===== src/prp_regs.svh =====
// register map, field positions, widths and reset values of the port block
`ifndef PRP_REGS_SVH
`define PRP_REGS_SVH

`define PRP_NPORT        5
`define PRP_NCB          6
`define PRP_NPIN         32
`define PRP_XFER_W       32
`define PRP_CNT_W        16
`define PRP_DIV_W        8
`define PRP_REF_MHZ      100

`define PRP_W0           1
`define PRP_W1           4
`define PRP_W2           8
`define PRP_W3           16
`define PRP_W4           32

// port registers: port base is the port index times PRP_PORT_STRIDE
`define PRP_PORT_STRIDE  12'h020
`define PRP_CB_BASE      12'h100
`define PRP_R_CTRL       3'h0
`define PRP_R_DATA       3'h1
`define PRP_R_TIME       3'h2
`define PRP_R_COUNT      3'h3
`define PRP_R_STAMP      3'h4
`define PRP_R_STATUS     3'h5
`define PRP_R_COND       3'h6

`define PRP_CTRL_EN      0
`define PRP_CTRL_OUT     1
`define PRP_CTRL_OC      2
`define PRP_CTRL_TIMED   3
`define PRP_CTRL_COND    4
`define PRP_CTRL_STRB    5
`define PRP_CTRL_CS_LO   8
`define PRP_CTRL_CS_HI   10
`define PRP_ST_XFULL     0
`define PRP_ST_SFULL     1
`define PRP_CB_SRC       0
`define PRP_CB_DIV_LO    8
`define PRP_CB_DIV_HI    15

`define PRP_CS_RESET     3'h0
`define PRP_LINK_MASK    32'hFF00_0000

`endif


===== src/prp_pkg.sv =====
// types shared by the port and clock block logic
`default_nettype none
package prp_pkg;
    typedef struct packed {
        logic        en;
        logic        dir_out;
        logic        oc;
        logic        timed;
        logic        cond_en;
        logic        strb_en;
        logic [2:0]  clk_sel;
        logic [31:0] cond;
        logic [15:0] cnt;
        logic [15:0] time_at;
        logic [15:0] stamp;
        logic [31:0] xfer;
        logic [31:0] sreg;
        logic        xfer_full;
        logic        sreg_full;
        logic [5:0]  nbits;
        logic [31:0] out_val;
        logic        ostrobe;
        logic        evt;
    } prp_port_s;

    typedef struct packed {
        logic       src_port;
        logic [7:0] div;
        logic [7:0] divcnt;
        logic       prev_pin;
    } prp_cb_s;

    typedef struct packed {
        prp_port_s [4:0] port;
        prp_cb_s [5:0]   cb;
        logic [31:0]     prdata;
        logic            pslverr;
    } prp_state_s;
endpackage
`default_nettype wire


===== src/prp_top.sv =====
// port block with serialising ports, port counters and clock blocks, APB slave
`include "prp_regs.svh"
`timescale 1ns/1ps
`default_nettype none
module prp_top (
    input  wire logic        clock,
    input  wire logic        rst_b,
    input  wire logic        clk_en,
    input  wire logic        psel,
    input  wire logic        penable,
    input  wire logic        pwrite,
    input  wire logic [11:0] paddr,
    input  wire logic [31:0] pwdata,
    output logic      [31:0] prdata,
    output logic             pready,
    output logic             pslverr,
    input  wire logic [31:0] pin_in,
    output logic      [31:0] pin_out,
    output logic      [31:0] pin_oe,
    input  wire logic        link_enable,
    input  wire logic [4:0]  input_strobe,
    output logic      [4:0]  output_strobe,
    output logic      [4:0]  port_event
);
    localparam int unsigned PW [`PRP_NPORT] = '{`PRP_W0, `PRP_W1, `PRP_W2, `PRP_W3, `PRP_W4};
    // pins that an enabled link takes away from the ports
    localparam logic [`PRP_NPIN-1:0] LINK_MASK = `PRP_LINK_MASK;

    prp_pkg::prp_state_s st_reg;
    prp_pkg::prp_state_s st_next;
    logic [`PRP_NCB-1:0] cb_tick;
    logic [4:0]          owner_sel [`PRP_NPIN];

    // pin ownership: narrowest enabled port covering each pin
    always_comb begin
        for (int i = 0; i < `PRP_NPIN; i++) begin
            owner_sel[i] = '0;
            for (int p = `PRP_NPORT - 1; p >= 0; p--) begin
                // unshared pins stay with the wider port
                if (st_reg.port[p].en && (i < PW[p])) begin
                    owner_sel[i] = 5'(1 << p);
                end
            end
        end
    end

    always_comb begin
        for (int i = 0; i < `PRP_NPIN; i++) begin
            pin_out[i] = 1'b0;
            pin_oe[i]  = 1'b0;
            for (int p = 0; p < `PRP_NPORT; p++) begin
                // the owning port's direction applies to all its pins
                if (owner_sel[i][p] && st_reg.port[p].dir_out) begin
                    // open collector only sinks, a one floats
                    // chosen by the owning port's own bit
                    if (st_reg.port[p].oc) begin
                        pin_out[i] = 1'b0;
                        pin_oe[i]  = ~st_reg.port[p].out_val[i];
                    end else begin
                        pin_out[i] = st_reg.port[p].out_val[i];
                        pin_oe[i]  = 1'b1;
                    end
                end
            end
            // an enabled link takes its pins from every port
            if (link_enable && LINK_MASK[i]) begin
                pin_oe[i]  = 1'b0;
                pin_out[i] = 1'b0;
            end
        end
    end

    // clock block ticks, block zero is the reference and ticks every cycle
    always_comb begin
        for (int c = 0; c < `PRP_NCB; c++) begin
            if (c == 0) begin
                cb_tick[c] = 1'b1;
            end else if (st_reg.cb[c].src_port) begin
                // rising edge of the one-bit port pin
                cb_tick[c] = pin_in[0] && !st_reg.cb[c].prev_pin
                             && (st_reg.cb[c].divcnt == st_reg.cb[c].div);
            end else begin
                cb_tick[c] = (st_reg.cb[c].divcnt == st_reg.cb[c].div);
            end
        end
    end

    always_comb begin
        logic [31:0] pv;
        logic [31:0] shifted;
        logic        go;
        logic [2:0]  ri;
        logic [2:0]  pi;
        logic [2:0]  ci;
        logic        wr;
        logic        rd_setup;
        logic        addr_ok;
        pv       = '0;
        shifted  = '0;
        go       = 1'b0;
        ri       = paddr[4:2];
        pi       = paddr[7:5];
        ci       = paddr[4:2];
        wr       = psel && penable && pwrite;
        rd_setup = psel && !penable;
        // only aligned words inside the low window decode, the rest is unmapped
        addr_ok  = (paddr[1:0] == 2'h0) && (paddr[11:9] == 3'h0);
        st_next  = st_reg;

        for (int c = 1; c < `PRP_NCB; c++) begin
            st_next.cb[c].prev_pin = pin_in[0];
            if (!st_reg.cb[c].src_port || (pin_in[0] && !st_reg.cb[c].prev_pin)) begin
                if (st_reg.cb[c].divcnt == st_reg.cb[c].div) begin
                    st_next.cb[c].divcnt = '0;
                end else begin
                    st_next.cb[c].divcnt = st_reg.cb[c].divcnt + 8'h01;
                end
            end
        end

        // reading input data frees the transfer register; a capture in the
        // same cycle is applied after this and wins
        if (psel && penable && !pwrite && addr_ok && !paddr[8] && (pi < 3'(`PRP_NPORT))
            && (ri == `PRP_R_DATA) && !st_reg.port[pi].dir_out) begin
            st_next.port[pi].xfer_full = 1'b0;
        end

        for (int p = 0; p < `PRP_NPORT; p++) begin
            st_next.port[p].evt     = 1'b0;
            st_next.port[p].ostrobe = 1'b0;
            pv = pin_in & 32'((64'h1 << PW[p]) - 64'h1);
            if (st_reg.port[p].en && cb_tick[st_reg.port[p].clk_sel]) begin
                // one step per block tick, wraps at the top
                st_next.port[p].cnt = st_reg.port[p].cnt + 16'h0001;
                go = !st_reg.port[p].timed || (st_reg.port[p].cnt == st_reg.port[p].time_at);
                if (st_reg.port[p].dir_out) begin
                    if (st_reg.port[p].sreg_full) begin
                        // shift by the full nominal width
                        st_next.port[p].out_val = st_reg.port[p].sreg;
                        st_next.port[p].sreg    = st_reg.port[p].sreg >> PW[p];
                        st_next.port[p].nbits   = st_reg.port[p].nbits + 6'(PW[p]);
                        st_next.port[p].ostrobe = st_reg.port[p].strb_en;
                        if (32'(st_reg.port[p].nbits) + PW[p] >= `PRP_XFER_W) begin
                            st_next.port[p].sreg_full = 1'b0;
                        end
                    end else if (st_reg.port[p].xfer_full && go) begin
                        st_next.port[p].sreg      = st_reg.port[p].xfer;
                        st_next.port[p].sreg_full = 1'b1;
                        st_next.port[p].xfer_full = 1'b0;
                        st_next.port[p].nbits     = '0;
                        st_next.port[p].timed     = 1'b0;
                        st_next.port[p].stamp     = st_reg.port[p].cnt;
                        st_next.port[p].evt       = 1'b1;
                    end
                end else begin
                    if (st_reg.port[p].cond_en && (pv != st_reg.port[p].cond)) begin
                        go = 1'b0;
                    end
                    // sample only with the input strobe
                    if (st_reg.port[p].strb_en && !input_strobe[p]) begin
                        go = 1'b0;
                    end
                    if (go) begin
                        // deserialise into the top of the shift register
                        shifted = (PW[p] == `PRP_XFER_W) ? pv :
                                  ((st_reg.port[p].sreg >> PW[p])
                                   | 32'(pv << (`PRP_XFER_W - PW[p])));
                        st_next.port[p].sreg  = shifted;
                        st_next.port[p].nbits = st_reg.port[p].nbits + 6'(PW[p]);
                        if (32'(st_reg.port[p].nbits) + PW[p] >= `PRP_XFER_W) begin
                            st_next.port[p].nbits     = '0;
                            st_next.port[p].xfer      = shifted;
                            st_next.port[p].xfer_full = 1'b1;
                            st_next.port[p].timed     = 1'b0;
                            st_next.port[p].stamp     = st_reg.port[p].cnt;
                            st_next.port[p].evt       = 1'b1;
                        end
                    end
                end
            end
        end

        // zero-wait slave while clk_en is high, read data prepared in the setup cycle
        if (rd_setup) begin
            st_next.prdata  = '0;
            st_next.pslverr = 1'b0;
            if (addr_ok && !paddr[8] && (pi < 3'(`PRP_NPORT))) begin
                unique case (ri)
                    `PRP_R_CTRL: begin
                        st_next.prdata[`PRP_CTRL_EN]    = st_reg.port[pi].en;
                        st_next.prdata[`PRP_CTRL_OUT]   = st_reg.port[pi].dir_out;
                        st_next.prdata[`PRP_CTRL_OC]    = st_reg.port[pi].oc;
                        st_next.prdata[`PRP_CTRL_TIMED] = st_reg.port[pi].timed;
                        st_next.prdata[`PRP_CTRL_COND]  = st_reg.port[pi].cond_en;
                        st_next.prdata[`PRP_CTRL_STRB]  = st_reg.port[pi].strb_en;
                        st_next.prdata[`PRP_CTRL_CS_HI:`PRP_CTRL_CS_LO] = st_reg.port[pi].clk_sel;
                    end
                    `PRP_R_DATA:   st_next.prdata = st_reg.port[pi].xfer;
                    `PRP_R_TIME:   st_next.prdata[15:0] = st_reg.port[pi].time_at;
                    `PRP_R_COUNT:  st_next.prdata[15:0] = st_reg.port[pi].cnt;
                    `PRP_R_STAMP:  st_next.prdata[15:0] = st_reg.port[pi].stamp;
                    `PRP_R_STATUS: begin
                        st_next.prdata[`PRP_ST_XFULL] = st_reg.port[pi].xfer_full;
                        st_next.prdata[`PRP_ST_SFULL] = st_reg.port[pi].sreg_full;
                    end
                    `PRP_R_COND:   st_next.prdata = st_reg.port[pi].cond;
                    default:       st_next.pslverr = 1'b1;
                endcase
            end else if (addr_ok && paddr[8] && (paddr[7:5] == 3'h0)
                         && (ci < 3'(`PRP_NCB))) begin
                st_next.prdata[`PRP_CB_SRC] = st_reg.cb[ci].src_port;
                st_next.prdata[`PRP_CB_DIV_HI:`PRP_CB_DIV_LO] = st_reg.cb[ci].div;
            end else begin
                st_next.pslverr = 1'b1;
            end
        end

        if (wr && !st_reg.pslverr && !paddr[8] && (pi < 3'(`PRP_NPORT))) begin
            unique case (ri)
                `PRP_R_CTRL: begin
                    st_next.port[pi].en      = pwdata[`PRP_CTRL_EN];
                    st_next.port[pi].dir_out = pwdata[`PRP_CTRL_OUT];
                    st_next.port[pi].oc      = pwdata[`PRP_CTRL_OC];
                    st_next.port[pi].timed   = pwdata[`PRP_CTRL_TIMED];
                    st_next.port[pi].cond_en = pwdata[`PRP_CTRL_COND];
                    st_next.port[pi].strb_en = pwdata[`PRP_CTRL_STRB];
                    st_next.port[pi].clk_sel = pwdata[`PRP_CTRL_CS_HI:`PRP_CTRL_CS_LO];
                    if (pwdata[`PRP_CTRL_CS_HI:`PRP_CTRL_CS_LO] >= 3'(`PRP_NCB)) begin
                        st_next.port[pi].clk_sel = `PRP_CS_RESET;
                    end
                end
                `PRP_R_DATA: begin
                    if (st_reg.port[pi].dir_out) begin
                        st_next.port[pi].xfer      = pwdata;
                        st_next.port[pi].xfer_full = 1'b1;
                    end
                end
                `PRP_R_TIME: begin
                    // writing a time arms the delayed transfer
                    st_next.port[pi].time_at = pwdata[15:0];
                    st_next.port[pi].timed   = 1'b1;
                end
                `PRP_R_COND:  st_next.port[pi].cond = pwdata & 32'((64'h1 << PW[pi]) - 64'h1);
                default: begin
                end
            endcase
        end else if (wr && !st_reg.pslverr && paddr[8] && (ci != 3'h0)
                     && (ci < 3'(`PRP_NCB))) begin
            st_next.cb[ci].src_port = pwdata[`PRP_CB_SRC];
            st_next.cb[ci].div      = pwdata[`PRP_CB_DIV_HI:`PRP_CB_DIV_LO];
            st_next.cb[ci].divcnt   = '0;
        end
    end

    always_ff @(posedge clock or negedge rst_b) begin
        if (!rst_b) begin
            // all ports on block zero after reset
            st_reg <= '0;
        end else if (clk_en) begin
            st_reg <= st_next;
        end
    end

    assign pready  = clk_en;
    assign prdata  = st_reg.prdata;
    assign pslverr = st_reg.pslverr;

    always_comb begin
        for (int p = 0; p < `PRP_NPORT; p++) begin
            output_strobe[p] = st_reg.port[p].ostrobe;
            port_event[p]    = st_reg.port[p].evt;
        end
    end
endmodule
`default_nettype wire


===== config.mk =====
export PLATFORM = sky130hd
export DESIGN_NAME = prp_top
export DESIGN_NICKNAME = d
export VERILOG_FILES = /design/src/prp_pkg.sv /design/src/prp_top.sv
export VERILOG_INCLUDE_DIRS = /design/src
export SDC_FILE = /design/constraint.sdc
export NUM_CORES = 2
export LEC_CHECK = 0
export ABC_AREA = 1
export BUFFER_PORTS_ARGS = -buffer_cell sky130_fd_sc_hd__buf_2
export CORE_ASPECT_RATIO = 1.25
export CORE_MARGIN = 3
export CORE_UTILIZATION = 45
export CTS_CLUSTER_SIZE = 25
export DETAILED_ROUTE_END_ITERATION = 6
export PLACE_DENSITY = 0.57
export SYNTH_ARGS = -nofsm -noshare
export SYNTH_HDL_FRONTEND = slang
export SYNTH_SLANG_ARGS = --single-unit

===== constraint.sdc =====
create_clock -name clock -period 2.4 [get_ports clock]
set_input_delay 0.48 -clock clock [delete_from_list [all_inputs] [get_ports clock]]
set_output_delay 0.48 -clock clock [all_outputs]
set_load 0.1 [all_outputs]

==> reports/results.ini <==
[synth]
synth-seq-cells=989
syn-mean-instance-area_um2=7.16
synthCells=8220
mappedNetlistArea_mm2=0.0589
synth_edf_count=0
synthesis.yosys.warnings=0
synth-seq-area-share=0.420
synth-async-reset-ratio=1.00
synthFlopType=dfrtp_1
synth.top_cell.area_share=0.420
synth_cell_type_count=65
synth_top_cells_by_area=dfrtp_1 (42%), nand2_1 (13%), o21ai_0 (7.3%)
post_synthesis_cell_type_with_the_largest_combined_area=dfrtp_1
net_count_of_the_mapped_netlist=8324

[sta]
min_period_ps=3020
fmax_ghz=0.331
finalCritPeriodShare=1.26
setup-violations-final=523
drv_slew=0
clock_skew_ps=35.7
finalWorstSetupSlack_ps=-621
timing_hold_violations_final=0
grt_setup_unrepaired=true
slew_worst_pin_ps=1290
slew-limit-headroom=0.130

[worst_setup_path]
worstSetupPathType=flop to primary output
cp_num_buf_inv=4
crit_family=buffers and inverters
critPathMaxStageDelay_ps=440
slowest_stage=dfrtp_1
cp.required_ps=1920
setup.worst_path.start_class=flop
endpoint_kind=primary output
crit_fanout=7
worst_path_most_repeated_cell=buf_12
worstPathCellList=buf_12 > nand2_4 > nor2_4 > clkinv_4 > nor3_4 > buf_6 > nor4_4 > a31oi_4 > buf_12
critPathArrivalTime_ps=2540

[cts]
ctsHtreeMaxLevel=3
cts.sinks=989
cts-buffers-inserted=111
cts_root_cell=clkbuf_16
cts_tree=done
worst_skew_pair_later_pin_latency_ps=770
cts.reportedPaths.clkPinSlew_ps=70
cts_max_path_buffers=3

[placed_design]
gp_congestion=1.08
hpwl_mm=247
place_worst_setup_slack_ps=-1060
placed_cells_incl_taps=10900
port_buffers=195

[drt]
detail-route-antenna-nets=0
finalWirelength_mm=334
avgRoutedWirePerCell_um=29.7
drt_pass1_iterations=7
via_count=69400
via_to_cell_ratio=6.16
route.detailed.drc=7
initialDrtViolationCount=9913

[pwr]
power_per_cell_area_mw_per_mm2=574
sw_frac_of_total=0.328
share_seq_of_total_power=0.407
power.internal_mw=32.0
combPwrFrac=0.212
power.switching_mw=15.6
cellLeakagePower_nw=40.2
pwr-share-clk=0.381
peakVddDrop_uv=660

[global_routing]
grt_max_degree=77
grt_pass1_vias=64200
global_route.overflow_total=0
grt_pass1_wl_mm=464
gr-usage-all-layers=0.476
antenna_found_initial=34

[layout]
final_layout_size_suffix_gt1_frac=0.283
stdcell_count=11300
syn2layout_area_growth_pct=40.9
finalNetCount=9540
largest_register_ff_count=946

[floorplan]
coreArea_mm2=0.129
chipWidth_um=330
initial_standard_cell_utilization_of_the_core=0.456
die-area_mm2=0.135
die-height_um=410
io-pin-count=196
row_count=147

[outcome]
violations=design-rule violations, negative setup slack
status=finished with violations

[worst_hold_path]
worst_hold_path_type=input port to flop

[flow_run]
maxCapViolations=0

## worst register-to-register path: stages, from the launching register on
cell and delay, ps:
dfrtp_1 440, buf_12 170, buf_6 110, buf_6 100
buf_6 100, buf_6 110, buf_12 140, nor2_1 110
buf_4 160, nand2_2 90, nor2_2 140, buf_6 150
nand3_4 100, buf_12 170, buf_16 160, nand2_1 80
nand3_2 70, nand2_1 70, nand2_1 70
## routing by layer
metal / share of wire / track usage / vias up
li1: - / - / 29600
met1: 0.36 / 0.606 / 33300
met2: 0.41 / 0.688 / 5133
met3: 0.14 / 0.160 / 1305
met4: 0.086 / 0.310 / 22
met5: 0.00045 / 0 / -
## Yosys cell counts, drive strengths merged, types with 24 or more instances
cell type	instances
xor2	150
inv	1043
a21oi	395
o21ai	939
a22oi	103
nand4	89
dfrtp	989
a31oi	24
o221ai	55
nor3	72
buf	245
nor2	645
nand2	2093
clkbuf	287
o22ai	251
o31ai	31
o211ai	124
nand3	494
## final timing paths
check | start | endpoint | slack [ps] | cells past startpoint
worst max-delay path | st_reg[1114] | pin_oe[1] | -620 | 9
worst min-delay path | pwdata[31] | st_reg[1106] | 70 | 3
worst max register to register | st_reg[1114] | st_reg[1006] | -270 | 18
worst min register to register | st_reg[44] | st_reg[44] | 380 | 0
max in group asynchronous | rst_b | st_reg[614] | 1070 | 4
min in group asynchronous | rst_b | st_reg[122] | 310 | 2
## power groups by stage
stage / combinational, mW / sequential [mW] / clock, mW
floorplan: 4.36 / 19.1 / 0
global placement: 8.77 / 19.5 / 0
detailed placement: 8.89 / 19.5 / 0
CTS: 9.36 / 19.2 / 18.1
global route: 10.7 / 19.4 / 18.8
finish: 10.1 / 19.4 / 18.1
## kinds of logic after synthesis
logic type               synth area share
multiplexers                     0.000170
XOR/XNOR                           0.0245
other                           0.0000637
AO/OA/AOI/OAI                       0.203
AND/OR/NAND/NOR                     0.241
flip-flops                          0.420
buffers and inverters               0.108
adder cells (fa/ha/maj)           0.00340
## layout make-up
class | instances | area [um^2]
fill | 11200 | 46200
multi-input combinational | 5648 | 31900
sequential | 989 | 24800
timing repair buffer | 1635 | 16400
inverter | 1051 | 4010
clock buffer | 160 | 3230
tap | 1713 | 2140
clock inverter | 42 | 482
antenna | 18 | 45.0
## repair_timing
item,in CTS,in global routing
cloned,42,21
endpoints found under the hold margin,14,0
setup endpoints to repair,639,677
buffers inserted,82,49
pin swaps,139,169
hold buffers,1,0
resized for setup,571,657
## placed cells by master (no fill, tap or decap), types with 49 or more instances in the layout
cell type     n
nor2_4       49
o22ai_1     251
nand2_2     143
o21ai_0     753
a22oi_1      72
a21oi_2      71
nand3_2     143
inv_2        80
nand4_1      88
inv_1       957
o221ai_1     51
buf_4      1111
xor2_1      149
buf_12      232
a21oi_1     299
nor2_1      548
o21ai_2      64
clkbuf_16   132
buf_6        88
o21ai_1     119
nand3_1     317
buf_2       129
nor3_1       59
nand2_4     122
o211ai_1    124
dfrtp_1     982
nand2_1    1819
## stage by stage
stage	util	cell area [um^2]	power, mW	hold slack [ps]	TNS, ps
after floorplan	-	59300	23.4	184	-8360
after global placement	0.560	72300	28.3	365	-286180
after detailed placement	0.560	72300	28.4	366	-303040
after CTS	0.619	79900	46.7	9.72	-59720
after global routing	0.642	82900	48.9	68.1	-144330
final	0.642	82900	47.6	66.4	-78600
No activity file was read; power rests on OpenSTA's default activity.
